===== src/droop_pkg.sv =====
// Constants, state encoding and helpers for the supply droop transmit hold-off block
package droop_pkg;

  // ****************************************************************
  // Clock and timebase
  // ****************************************************************
  localparam int CLK_PERIOD_NS = 5;                  // 200 MHz system clock
  localparam int TIMEBASE_NS   = 10000;              // Recharge and duration timebase, 10 us
  localparam int TIMEBASE_CYC  = TIMEBASE_NS / CLK_PERIOD_NS;

  // ****************************************************************
  // Counter widths
  // ****************************************************************
  localparam int CNT_W  = 16;                        // Timebase ticks, saturating
  localparam int HOLD_W = CNT_W + 2;                 // Room for three times the rise time
  localparam logic [CNT_W-1:0] CNT_MAX = 16'hFFFF;
  localparam logic [CNT_W-1:0] CNT_ZERO = 16'h0000;
  localparam logic [HOLD_W-1:0] HOLD_ZERO = 18'h00000;
  localparam logic [1:0] HOLD_FACTOR = 2'h3;         // Hold-off is three rise times

  // ****************************************************************
  // Longest packet durations, in microseconds as specified
  // ****************************************************************
  localparam int PRI_C_US = 74600;
  localparam int PRI_A_US = 113800;
  localparam int SEC_C_US = 92200;
  localparam int SEC_A_US = 140700;
  localparam int US_PER_NS = 1000;

  // Longest time rounds down to whole timebase ticks
  localparam logic [CNT_W-1:0] PRI_C_TICKS = CNT_W'(PRI_C_US * US_PER_NS / TIMEBASE_NS);
  localparam logic [CNT_W-1:0] PRI_A_TICKS = CNT_W'(PRI_A_US * US_PER_NS / TIMEBASE_NS);
  localparam logic [CNT_W-1:0] SEC_C_TICKS = CNT_W'(SEC_C_US * US_PER_NS / TIMEBASE_NS);
  localparam logic [CNT_W-1:0] SEC_A_TICKS = CNT_W'(SEC_A_US * US_PER_NS / TIMEBASE_NS);

  // ****************************************************************
  // Controller states
  // ****************************************************************
  typedef enum logic [3:0] {
    ST_IDLE   = 4'h1,
    ST_SEND   = 4'h2,
    ST_CHARGE = 4'h4,
    ST_HOLD   = 4'h8
  } state_t;

  // Saturating increment of a tick counter
  function automatic logic [CNT_W-1:0] sat_inc(input logic [CNT_W-1:0] v);
    sat_inc = (v == CNT_MAX) ? v : v + 16'h0001;
  endfunction

endpackage


===== src/recharge_if.sv =====
// Carrier between the hold-off controller and the recharge meter
`timescale 1ns/10ps
`default_nettype none

interface recharge_if;
  logic                        below_low;   // Supply below lower threshold
  logic                        above_high;  // Supply above upper threshold
  logic                        restart;     // Discard previous measurement
  logic                        tick;        // Timebase tick
  logic [droop_pkg::CNT_W-1:0] rise_ticks;  // Measured rise time
  logic                        rise_done;   // Measurement complete

  modport meter (
    input  below_low,
    input  above_high,
    input  restart,
    output tick,
    output rise_ticks,
    output rise_done
  );

  modport ctrl (
    output below_low,
    output above_high,
    output restart,
    input  tick,
    input  rise_ticks,
    input  rise_done
  );
endinterface

`default_nettype wire


===== src/recharge_meter.sv =====
// Timebase and supply recharge time measurement
`timescale 1ns/10ps
`default_nettype none

module recharge_meter #(
  parameter int TB_CYC = droop_pkg::TIMEBASE_CYC
) (
  input  wire logic clk,
  input  wire logic rstn,
  recharge_if.meter m
);

  logic [15:0]                  tb_cnt_r;
  logic                         tick_r;
  logic                         low_q_r;
  logic                         running_r;
  logic                         done_r;
  logic [droop_pkg::CNT_W-1:0]  ticks_r;
  wire                          tb_wrap;
  wire                          low_release;

  // ****************************************************************
  // Fixed timebase
  // ****************************************************************
  assign tb_wrap = (tb_cnt_r == 16'(TB_CYC - 1));

  always_ff @(posedge clk) begin
    if (!rstn) begin
      tb_cnt_r <= 16'h0000;
      tick_r   <= 1'b0;
    end else begin
      tb_cnt_r <= tb_wrap ? 16'h0000 : tb_cnt_r + 16'h0001;
      tick_r   <= tb_wrap;
    end
  end

  // ****************************************************************
  // Rise time: from leaving lower threshold to reaching upper one
  // ****************************************************************
  assign low_release = low_q_r & ~m.below_low;

  always_ff @(posedge clk) begin
    if (!rstn) begin
      low_q_r   <= 1'b0;
      running_r <= 1'b0;
      done_r    <= 1'b0;
      ticks_r   <= droop_pkg::CNT_ZERO;
    end else begin
      low_q_r <= m.below_low;
      if (m.restart || m.below_low) begin
        running_r <= 1'b0;
        done_r    <= 1'b0;
        ticks_r   <= droop_pkg::CNT_ZERO;
      end else if (low_release) begin
        running_r <= 1'b1;
        ticks_r   <= droop_pkg::CNT_ZERO;
      end else if (running_r && m.above_high) begin
        running_r <= 1'b0;
        done_r    <= 1'b1;
      end else if (running_r && tick_r) begin
        ticks_r <= droop_pkg::sat_inc(ticks_r);  // Saturates, never wraps
      end
    end
  end

  assign m.tick       = tick_r;
  assign m.rise_ticks = ticks_r;
  assign m.rise_done  = done_r;

endmodule

`default_nettype wire


===== src/supply_droop_tx_holdoff.sv =====
// Transmit hold-off controller driven by energy storage supply droop
`timescale 1ns/10ps
`default_nettype none

module supply_droop_tx_holdoff #(
  parameter int TB_CYC = droop_pkg::TIMEBASE_CYC
) (
  input  wire logic clk,
  input  wire logic rstn,
  input  wire logic pm_enable,           // Power-managed transceiver type selected
  input  wire logic band_a,              // 1: A band, 0: C band
  input  wire logic carrier_secondary,   // 1: secondary carrier in use
  input  wire logic supply_sense_input,  // Supply below lower threshold
  input  wire logic above_high,          // Supply above upper threshold
  input  wire logic tx_req,              // Transmitter holds a packet ready
  input  wire logic tx_end,              // Transmitter finished the packet
  output logic      tx_go,               // Start sending the packet, one cycle
  output logic      tx_abort,            // Stop the packet now, one cycle
  output logic      tx_retry,            // Next packet is the aborted one again
  output logic      tx_inhibit,          // Transmission withheld
  output logic      tx_overlong,         // Last abort was a duration overrun, one cycle
  output logic [droop_pkg::CNT_W-1:0] rise_ticks  // Rise time count, zero while supply is low, holds once upper threshold reached
);

  // ****************************************************************
  // Declarations
  // ****************************************************************
  recharge_if rif ();

  droop_pkg::state_t            state_r;
  droop_pkg::state_t            state_nxt;
  logic [droop_pkg::CNT_W-1:0]  dur_r;
  logic [droop_pkg::CNT_W-1:0]  dur_nxt;
  logic [droop_pkg::HOLD_W-1:0] hold_r;
  logic [droop_pkg::HOLD_W-1:0] hold_nxt;
  logic                         aborted_r;
  logic                         aborted_nxt;
  logic                         retry_r;
  logic                         retry_nxt;
  logic                         go_r;
  logic                         go_nxt;
  logic                         abort_r;
  logic                         abort_nxt;
  logic                         over_r;
  logic                         over_nxt;
  logic                         inhibit_r;
  logic [droop_pkg::CNT_W-1:0]  rise_r;

  wire                          low_seen;
  wire                          dur_limit_hit;
  wire [droop_pkg::CNT_W-1:0]   dur_limit;
  wire [droop_pkg::HOLD_W-1:0]  hold_load;
  wire                          enter_charge;

  // Longest allowed packet for the carrier and band in use
  function automatic logic [droop_pkg::CNT_W-1:0] packet_limit(input logic sec,
                                                               input logic a);
    case ({sec, a})
      2'h0:    packet_limit = droop_pkg::PRI_C_TICKS;
      2'h1:    packet_limit = droop_pkg::PRI_A_TICKS;
      2'h2:    packet_limit = droop_pkg::SEC_C_TICKS;
      default: packet_limit = droop_pkg::SEC_A_TICKS;
    endcase
  endfunction

  // ****************************************************************
  // Recharge meter
  // ****************************************************************
  recharge_meter #(
    .TB_CYC (TB_CYC)
  ) u_meter (
    .clk  (clk),
    .rstn (rstn),
    .m    (rif.meter)
  );

  // Comparator levels and meter restart
  assign rif.below_low  = supply_sense_input;
  assign rif.above_high = above_high;
  assign rif.restart    = enter_charge;

  // ****************************************************************
  // Decoding
  // ****************************************************************
  // Droop detection is active only in the power-managed configuration; the recharge meter measures in both
  assign low_seen      = pm_enable & supply_sense_input;
  assign dur_limit     = packet_limit(carrier_secondary, band_a);
  assign dur_limit_hit = (dur_r >= dur_limit);
  assign hold_load     = {2'h0, rif.rise_ticks} * droop_pkg::HOLD_FACTOR;
  assign enter_charge  = (state_r != droop_pkg::ST_CHARGE) &&
                         (state_nxt == droop_pkg::ST_CHARGE);

  // ****************************************************************
  // Next-state logic
  // ****************************************************************
  always_comb begin
    state_nxt   = state_r;
    dur_nxt     = dur_r;
    hold_nxt    = hold_r;
    aborted_nxt = aborted_r;
    retry_nxt   = retry_r;
    go_nxt      = 1'b0;
    abort_nxt   = 1'b0;
    over_nxt    = 1'b0;
    case (state_r)
      droop_pkg::ST_IDLE: begin
        if (low_seen) begin
          state_nxt = droop_pkg::ST_CHARGE;  // Withhold new packets
        end else if (tx_req) begin
          go_nxt    = 1'b1;  // Queued packets flow once charged
          dur_nxt   = droop_pkg::CNT_ZERO;
          state_nxt = droop_pkg::ST_SEND;
        end
      end
      droop_pkg::ST_SEND: begin
        if (rif.tick) begin
          dur_nxt = droop_pkg::sat_inc(dur_r);
        end
        if (low_seen) begin
          abort_nxt   = 1'b1;  // Cut the packet short
          aborted_nxt = 1'b1;
          retry_nxt   = 1'b1;  // Resend whatever the service type
          state_nxt   = droop_pkg::ST_CHARGE;
        end else if (tx_end) begin
          retry_nxt = 1'b0;
          state_nxt = droop_pkg::ST_IDLE;
        end else if (dur_limit_hit) begin
          abort_nxt = 1'b1;  // Never exceed the longest packet time
          over_nxt  = 1'b1;
          retry_nxt = 1'b0;
          state_nxt = droop_pkg::ST_IDLE;
        end
      end
      droop_pkg::ST_CHARGE: begin
        if (!pm_enable) begin
          aborted_nxt = 1'b0;
          state_nxt   = droop_pkg::ST_IDLE;
        end else if (rif.rise_done && !low_seen) begin  // Stale finish while low is ignored
          if (aborted_r) begin
            hold_nxt  = hold_load;
            state_nxt = droop_pkg::ST_HOLD;
          end else begin
            state_nxt = droop_pkg::ST_IDLE;  // Fully recharged
          end
        end
      end
      droop_pkg::ST_HOLD: begin
        if (low_seen) begin
          state_nxt = droop_pkg::ST_CHARGE;  // Fresh droop during hold-off
        end else if (!pm_enable || hold_r == droop_pkg::HOLD_ZERO) begin
          aborted_nxt = 1'b0;
          state_nxt   = droop_pkg::ST_IDLE;  // Retransmission allowed
        end else if (rif.tick) begin
          hold_nxt = hold_r - 18'h00001;
        end
      end
      default: begin
        state_nxt = droop_pkg::ST_IDLE;
      end
    endcase
  end

  // ****************************************************************
  // State registers
  // ****************************************************************
  always_ff @(posedge clk) begin
    if (!rstn) begin
      state_r   <= droop_pkg::ST_IDLE;
      dur_r     <= droop_pkg::CNT_ZERO;
      hold_r    <= droop_pkg::HOLD_ZERO;
      aborted_r <= 1'b0;
      retry_r   <= 1'b0;
    end else begin
      state_r   <= state_nxt;
      dur_r     <= dur_nxt;
      hold_r    <= hold_nxt;
      aborted_r <= aborted_nxt;
      retry_r   <= retry_nxt;
    end
  end

  // ****************************************************************
  // Output registers
  // ****************************************************************
  always_ff @(posedge clk) begin
    if (!rstn) begin
      go_r      <= 1'b0;
      abort_r   <= 1'b0;
      over_r    <= 1'b0;
      inhibit_r <= 1'b0;
      rise_r    <= droop_pkg::CNT_ZERO;
    end else begin
      go_r      <= go_nxt;
      abort_r   <= abort_nxt;
      over_r    <= over_nxt;
      inhibit_r <= (state_nxt == droop_pkg::ST_CHARGE) ||
                   (state_nxt == droop_pkg::ST_HOLD);
      rise_r    <= rif.rise_ticks;
    end
  end

  assign tx_go       = go_r;
  assign tx_abort    = abort_r;
  assign tx_retry    = retry_r;
  assign tx_inhibit  = inhibit_r;
  assign tx_overlong = over_r;
  assign rise_ticks  = rise_r;

endmodule

`default_nettype wire


===== config.mk =====
export PLATFORM = sky130hd
export DESIGN_NAME = supply_droop_tx_holdoff
export DESIGN_NICKNAME = d
export VERILOG_FILES = /design/src/droop_pkg.sv /design/src/recharge_if.sv /design/src/recharge_meter.sv /design/src/supply_droop_tx_holdoff.sv
export SDC_FILE = /design/constraint.sdc
export NUM_CORES = 1
export LEC_CHECK = 0
export ABC_CLOCK_PERIOD_IN_PS = 3160
export CORE_AREA = 2 2 103 105
export CTS_BUF_LIST = sky130_fd_sc_hd__clkbuf_4
export CTS_CLUSTER_DIAMETER = 50
export CTS_CLUSTER_SIZE = 40
export DETAILED_ROUTE_END_ITERATION = 8
export DIE_AREA = 0 0 105 107
export DONT_BUFFER_PORTS = 1
export GPL_ROUTABILITY_DRIVEN = 0
export PLACE_DENSITY = 0.69
export RECOVER_POWER = 100
export SLEW_MARGIN = 20
export SYNTH_ARGS = -nofsm -noshare
export SYNTH_HDL_FRONTEND = slang
export SYNTH_SLANG_ARGS = --single-unit

===== constraint.sdc =====
create_clock -name clk -period 3.16 [get_ports clk]
set_input_delay 0.948 -clock clk [delete_from_list [all_inputs] [get_ports clk]]
set_output_delay 0.948 -clock clk [all_outputs]
set_load 0.02 [all_outputs]

==> qor.yml, run 1 <==
global_route:
  antenna_found_initial: 0
  grt_max_degree: 38
  grt_use_total: 0.215
  grt_pass1_vias: 4241
  overflow: 0
  grt_pass1_wl_um: 19900
critical_path:
  critPathLaunchType: "register"
  endpoint_kind: "register"
  crit_chain: "nor3_1, nand4b_1, or3_1, and2_1, a31oi_1, o211ai_1"
  crit_arrival_ps: 3040
  crit_path_max_incr_delay_ps: 520
  path_class: "register to register"
  critPathLaunch: "hold_r[6]"
  r2r_cells: 6
  required_ps: 3510
  regToRegSetupSlack_ps: 470
  worstReg2RegEnd: "hold_r[15]"
  crit_slowest_cell: "or3_1"
  cp_max_fo: 17
  r2r_start: "hold_r[6]"
  cp-endpoint: "hold_r[15]"
synthesis:
  synth-seq-cells: 96
  syn-cell-area_um2: 5450
  synth.most_common_cell: "dfxtp_1"
  ys.flop_type: "dfxtp_1"
  synthAdderAreaFrac: 0.0841
  syn_inst: 656
  synthSimpleGateAreaFrac: 0.267
  synthMuxAreaShare: 0.00184
  synth_async_sr_flop_share: 0
  syn_avg_cell_area_um2: 8.30
  ys_warn_count: 0
  synth-xor-area-share: 0.0756
  seq_area_frac_synth: 0.353
  synth.area.top_cells: "dfxtp_1 (35%), ha_1 (8.0%), nor2_1 (6.1%), xor2_1 (4.8%), a21oi_1 (3.6%)"
  synth_top_cell_area_share: 0.353
  synth_nets: 701
  synth-edff-count: 0
  synth_cell_type_count: 74
  synth_top_cell_by_area: "dfxtp_1"
  synth_top_family_by_area: "simple AND/OR/NAND/NOR gates"
  synth_compound_area_frac: 0.181
  yosys-top-cells-count: "dfxtp_1 (96), nor2_1 (88), nand2_1 (52), a21oi_1 (39), ha_1 (35)"
timing:
  rsz0062_at_grt: "false"
  hold_ws_ps: 462
  post-route-min-period_ps: 2690
  max_slew_margin: 0.328
  finalSetupViolCount: 0
  slew_violations: 0
  fin_crit_sh: 0.851
  timing.final.ws_setup_ps: 472
  finalHoldViolations: 0
  skew_ps: 20.6
  timing.fmax_ghz: 0.372
  setup_tns_ps: 0
  worst_slew_pin_slew_ps: 1010
pwr:
  p_sw_frac: 0.254
  p_leak_nw: 2.16
  pwr-share-seq: 0.653
  power.switching_mw: 0.482
  pwr-share-comb: 0.044
  intPower_mw: 1.42
  p_per_area_nw_per_um2: 339
  ir_worst_vdd_v: 0.000225
  p_clk_frac: 0.303
clocking:
  cts_buffers: 9
  cts_root_buf: "clkbuf_4"
  hold_buffers: 0
  cts_resized: 0
  cts.sinks: 96
  clk_path_buf_depth: 2
  htreeDepth: 3
  clk_latency_ps: 460
  postCtsSetupRepairBufs: 0
  cts_tree: "done"
  clk_pin_slew_worst_paths_ps: 150
detailed_routing:
  drc_errors: 0
  ant_nets: 0
  avgRoutedWirePerCell_um: 15.0
  vias: 4595
  routed_wl_um: 11800
  drt_iter0_markers: 249
  drt-vias-per-instance: 5.84
  drt_pre_antenna_iters: 4
place:
  dp_slack_ps: 448
  dp_hpwl_um: 8650
  postPlaceCellArea_um2: 5550
  port_buffers: 0
die:
  row_count: 37
  die_h_um: 107
  die-width_um: 105
  core_area_um2: 10100
  die_area_um2: 11200
  initial_core_util: 0.540
  io-pin-count: 30
layout:
  fin_nets: 692
  syn_to_final_growth_pct: 3.08
  n_antenna_cell: 0
  design_area_um2: 5620
  drive_above_1_share: 0.0492
  nFillCells: 986
hold_path:
  min_from: "u_meter.tb_cnt_r[0]"
  hp-class: "register to register"
outcome:
  status: "complete, no violations"
job:
  cap_viol_max_count: 0
==> per-stage QoR <==
stage,instances,power (mW),utilization
global route,787,1.98,0.556
CTS,787,1.92,0.561
global placement,772,1.35,0.550
floorplan,656,1.35,-
detailed placement,772,1.35,0.550
finish,787,1.90,0.556
==> critical path, delay by kind of cell (launching register included) <==
kind / cells / cell delay, ps
simple gates: 4 / 1790
flops: 1 / 370
compound gates: 2 / 430
==> cell usage in the layout (no fill, tap or decap), drive strengths merged, types with 5 or more instances in the layout <==
| cell type | synthesis | layout |
|---|---|---|
| a21oi | 40 | 40 |
| ha | 35 | 35 |
| o21ai | 34 | 34 |
| clkbuf | 20 | 12 |
| nor3 | 15 | 15 |
| or3 | 9 | 9 |
| inv | 19 | 20 |
| nand2b | 10 | 10 |
| nor4 | 7 | 7 |
| xnor2 | 17 | 17 |
| nor2 | 88 | 88 |
| nand4 | 11 | 11 |
| a211oi | 5 | 5 |
| dfxtp | 96 | 96 |
| and2 | 19 | 19 |
| and3 | 15 | 15 |
| o211ai | 8 | 8 |
| nand2 | 52 | 52 |
| o21a | 5 | 5 |
| a31oi | 9 | 9 |
| nand3 | 26 | 26 |
| buf | 8 | 6 |
| xor2 | 30 | 30 |
==> sequential cells by signal, indices dropped and copies added (netlist names), 4 cells and up <==
signal / flops
rise_ticks: 16
dur_r: 16
hold_r: 18
u_meter.tb_cnt_r: 16
u_meter.m.rise_ticks: 16
state_r: 4
==> cell families after synthesis <==
family / Yosys count
compound gates: 148
simple gates: 280
xor+xnor: 47
buf+inv: 48
flops: 96
mux: 1
fa+ha+maj: 36
==> how the worst min path moves through the flow <==
| stage | endpoint | depth (start not counted) | slack (ps) |
|---|---|---|---|
| finish | u_meter.tb_cnt_r[0] | 1 | 460 |
| global route | u_meter.tb_cnt_r[0] | 1 | 490 |
| CTS | u_meter.tb_cnt_r[0] | 1 | 460 |
| detailed placement | u_meter.tb_cnt_r[0] | 1 | 440 |
| global placement | u_meter.tb_cnt_r[0] | 1 | 430 |
| floorplan | u_meter.tb_cnt_r[0] | 1 | 410 |
==> power groups by stage <==
| stage | combinational (mW) | sequential, mW | clock (mW) |
|---|---|---|---|
| 2_1_floorplan | 0.0904 | 1.25 | 0 |
| 3_3_place_gp | 0.0819 | 1.27 | 0 |
| 3_5_place_dp | 0.0849 | 1.27 | 0 |
| 4_1_cts | 0.0853 | 1.24 | 0.597 |
| 5_1_grt | 0.0948 | 1.24 | 0.643 |
| 6_report | 0.0835 | 1.24 | 0.577 |
==> layout make-up <==
cell class,instances,area (um2),share of cell area
timing repair buffer,8,52.6,0.00936
inverter,20,75.1,0.0134
multi-input combinational,512,3290,0.585
sequential,96,1920,0.342
clock inverter,5,33.8,0.00602
clock buffer,10,75.1,0.0134
tap,136,170,0.0303
==> layer usage <==
metal  vias up  share of wire  GRT usage
li1       2321              -          -
met5         -              0          0
met1      2151           0.47      0.283
met2       104           0.46      0.356
met3        19          0.047     0.0401
met4         0          0.017     0.0705
(Power assumes the default switching activity.)
==> run 2: changes to the inputs <==
--- a/config.mk
+++ b/config.mk
@@ -5,7 +5,7 @@
 export SDC_FILE = /design/constraint.sdc
 export NUM_CORES = 1
 export LEC_CHECK = 0
-export ABC_CLOCK_PERIOD_IN_PS = 3160
+export ABC_CLOCK_PERIOD_IN_PS = 2600
 export CORE_AREA = 2 2 103 105
 export CTS_BUF_LIST = sky130_fd_sc_hd__clkbuf_4
 export CTS_CLUSTER_DIAMETER = 50
@@ -16,6 +16,7 @@
 export GPL_ROUTABILITY_DRIVEN = 0
 export PLACE_DENSITY = 0.69
 export RECOVER_POWER = 100
+export SKIP_LAST_GASP = 1
 export SLEW_MARGIN = 20
 export SYNTH_ARGS = -nofsm -noshare
 export SYNTH_HDL_FRONTEND = slang
==> constraint.sdc (replaced) <==
create_clock -name clk -period 2.6 [get_ports clk]
set_input_delay 0.78 -clock clk [delete_from_list [all_inputs] [get_ports clk]]
set_output_delay 0.78 -clock clk [all_outputs]
set_load 0.02 [all_outputs]
==> run 2 against run 1 <==
Compared with the run above:
- global-route usage increased by 0.38 points
- total power grew 30%
- critical path type unchanged
- non-clock buffer count grew 8
- final area up 1.9%
==> qor.yml, run 2 (same netlist as run 1, synthesis figures left out) <==
pwr:
  p_leak_nw: 2.23  # was 2.16 nW
  p_per_area_nw_per_um2: 433  # was 339 nW/um2
  total_power_mw: 2.48  # was 1.90 mW
  ir_worst_vdd_v: 0.000344  # was 0.000225 V
layout:
  utilization: 0.567  # was 0.556
  final_common_cell: "dfxtp_1"  # unchanged
  fin_nets: 700  # was 692
  drive_above_1_share: 0.0592  # was 0.0492
  n_antenna_cell: 0  # unchanged
  mostFrequentLayoutCells: "dfxtp_1 (96), nor2_1 (88), nand2_1 (52)"  # unchanged
  syn_to_final_growth_pct: 5.01  # was 3.08%
  largest_reg_flops: 18  # unchanged
  top_register: "hold_r"  # unchanged
timing:
  finalHoldViolations: 0  # unchanged
  finalSetupViolCount: 0  # unchanged
  skew_ps: 23.4  # was 20.6 ps
  fin_crit_sh: 0.935  # was 0.851
  slew_violations: 0  # unchanged
  post-route-min-period_ps: 2430  # was 2690 ps
  worst_slew_pin_slew_ps: 597  # was 1010 ps
  rsz0062_at_grt: "false"  # unchanged
  setup_tns_ps: 0  # unchanged
  timing.fmax_ghz: 0.411  # was 0.372 GHz
  max_slew_margin: 0.602  # was 0.328
clocking:
  cts_root_buf: "clkbuf_4"  # unchanged
  htreeDepth: 3  # unchanged
  postCtsSetupRepairBufs: 0  # unchanged
  cts_resized: 0  # unchanged
  hold_buffers: 0  # unchanged
  clk_pin_slew_worst_paths_ps: 150  # about the same
  cts_buffers: 9  # unchanged
  clk_path_buf_depth: 2  # unchanged
  cts.sinks: 96  # unchanged
  cts_tree: "done"  # unchanged
  clk_latency_ps: 450  # was 460 ps
global_route:
  grt_use_total: 0.219  # was 0.215
  antenna_found_initial: 0  # unchanged
  grt_max_degree: 38  # unchanged
  grt_pass1_vias: 4310  # was 4241
  overflow: 0  # unchanged
  grt_pass1_wl_um: 20200  # was 19900 um
place:
  dp_hpwl_um: 8840  # was 8650 um
  port_buffers: 0  # unchanged
detailed_routing:
  drt_iter0_markers: 247  # was 249
  drt-vias-per-instance: 5.93  # was 5.84
  vias: 4715  # was 4595
  ant_nets: 0  # unchanged
  avgRoutedWirePerCell_um: 15.2  # was 15.0 um
  routed_wl_um: 12100  # was 11800 um
  drt_pre_antenna_iters: 5  # was 4
  drc_errors: 0  # unchanged
critical_path:
  required_ps: 2930  # was 3510 ps
  crit_slowest_cell: "or3_1"  # unchanged
  crit_arrival_ps: 2760  # was 3040 ps
  critPathLaunchType: "register"  # unchanged
  crit_path_max_incr_delay_ps: 500  # was 520 ps
  path_class: "register to register"  # unchanged
  crit_family: "simple AND/OR/NAND/NOR gates"  # unchanged
  cp_num_buf_inv: 1  # was 0
  cp_max_fo: 17  # unchanged
  crit_chain: "inv_1, ha_1, or3b_1, nand2b_1, or3_1, and2_4, a31oi_1, o211ai_1"  # was nor3_1, nand4b_1, or3_1, and2_1, a31oi_1, o211ai_1
  endpoint_kind: "register"  # unchanged
outcome:
  status: "complete, no violations"  # unchanged
die:
  core_area_um2: 10100  # unchanged
  row_count: 37  # unchanged
  initial_core_util: 0.540  # unchanged
  die_area_um2: 11200  # unchanged
  io-pin-count: 30  # unchanged
  die_h_um: 107  # unchanged
  die-width_um: 105  # unchanged
hold_path:
  hp-class: "input port to register"  # was register to register
job:
  cap_viol_max_count: 0  # unchanged
-- run 2: cell count changes in the layout (fill, tap and decap cells not counted), sizes merged --
cell	delta
buf	+5
bufinv	+2
clkbuf	+2
clkinvlp	-1
-- run 2: area by class of cell --
cell class | count | area (um2)
Multi-Input combinational cell | 512 | 3300
Clock buffer | 9 | 67.6
Timing Repair Buffer | 16 | 103
Fill cell | 977 | 4370
Tap cell | 136 | 170
Sequential cell | 96 | 1920
Clock inverter | 6 | 83.8
Inverter | 20 | 75.1
-- run 2: worst register-to-register path, delay by kind of cell (launching register included) --
family / cells / cell delay [ps]
fa+ha+maj: 1 / 150
simple gates: 4 / 1400
buf+inv: 1 / 100
compound gates: 2 / 330
flops: 1 / 350
-- run 2: path summary, 6_finish.rpt --
path	start	cells past startpoint	endpoint	slack, ps
setup / recovery	hold_r[0]	8	hold_r[15]	170
hold / removal	rstn	1	hold_r[4]	450
setup reg to reg	hold_r[0]	8	hold_r[15]	170
hold reg to reg	u_meter.tb_cnt_r[0]	1	u_meter.tb_cnt_r[0]	450
-- run 2: power breakdown --
group	switching, mW	internal [mW]
Sequential	0.0218	1.48
Combinational	0.0641	0.0381
Clock	0.488	0.382
-- run 2: through the flow --
| step | area [um2] | worst slack, ps | cells | hold WS [ps] |
|---|---|---|---|---|
| after floorplan | 5450 | 265 | 656 | 413 |
| after detailed placement | 5610 | -15.8 | 780 | 435 |
| after global routing | 5720 | 3.64 | 795 | 433 |
| final | 5720 | 169 | 795 | 447 |
| after CTS | 5760 | 228 | 795 | 436 |
| after global placement | 5610 | 155 | 780 | 427 |
-- run 2: routing by layer --
metal | wire length (um) | track usage | share of wire
met3 | 565 | 0.0359 | 0.047
met5 | 0 | 0 | 0
met4 | 195 | 0.0705 | 0.016
met1 | 5620 | 0.298 | 0.47
met2 | 5700 | 0.355 | 0.47
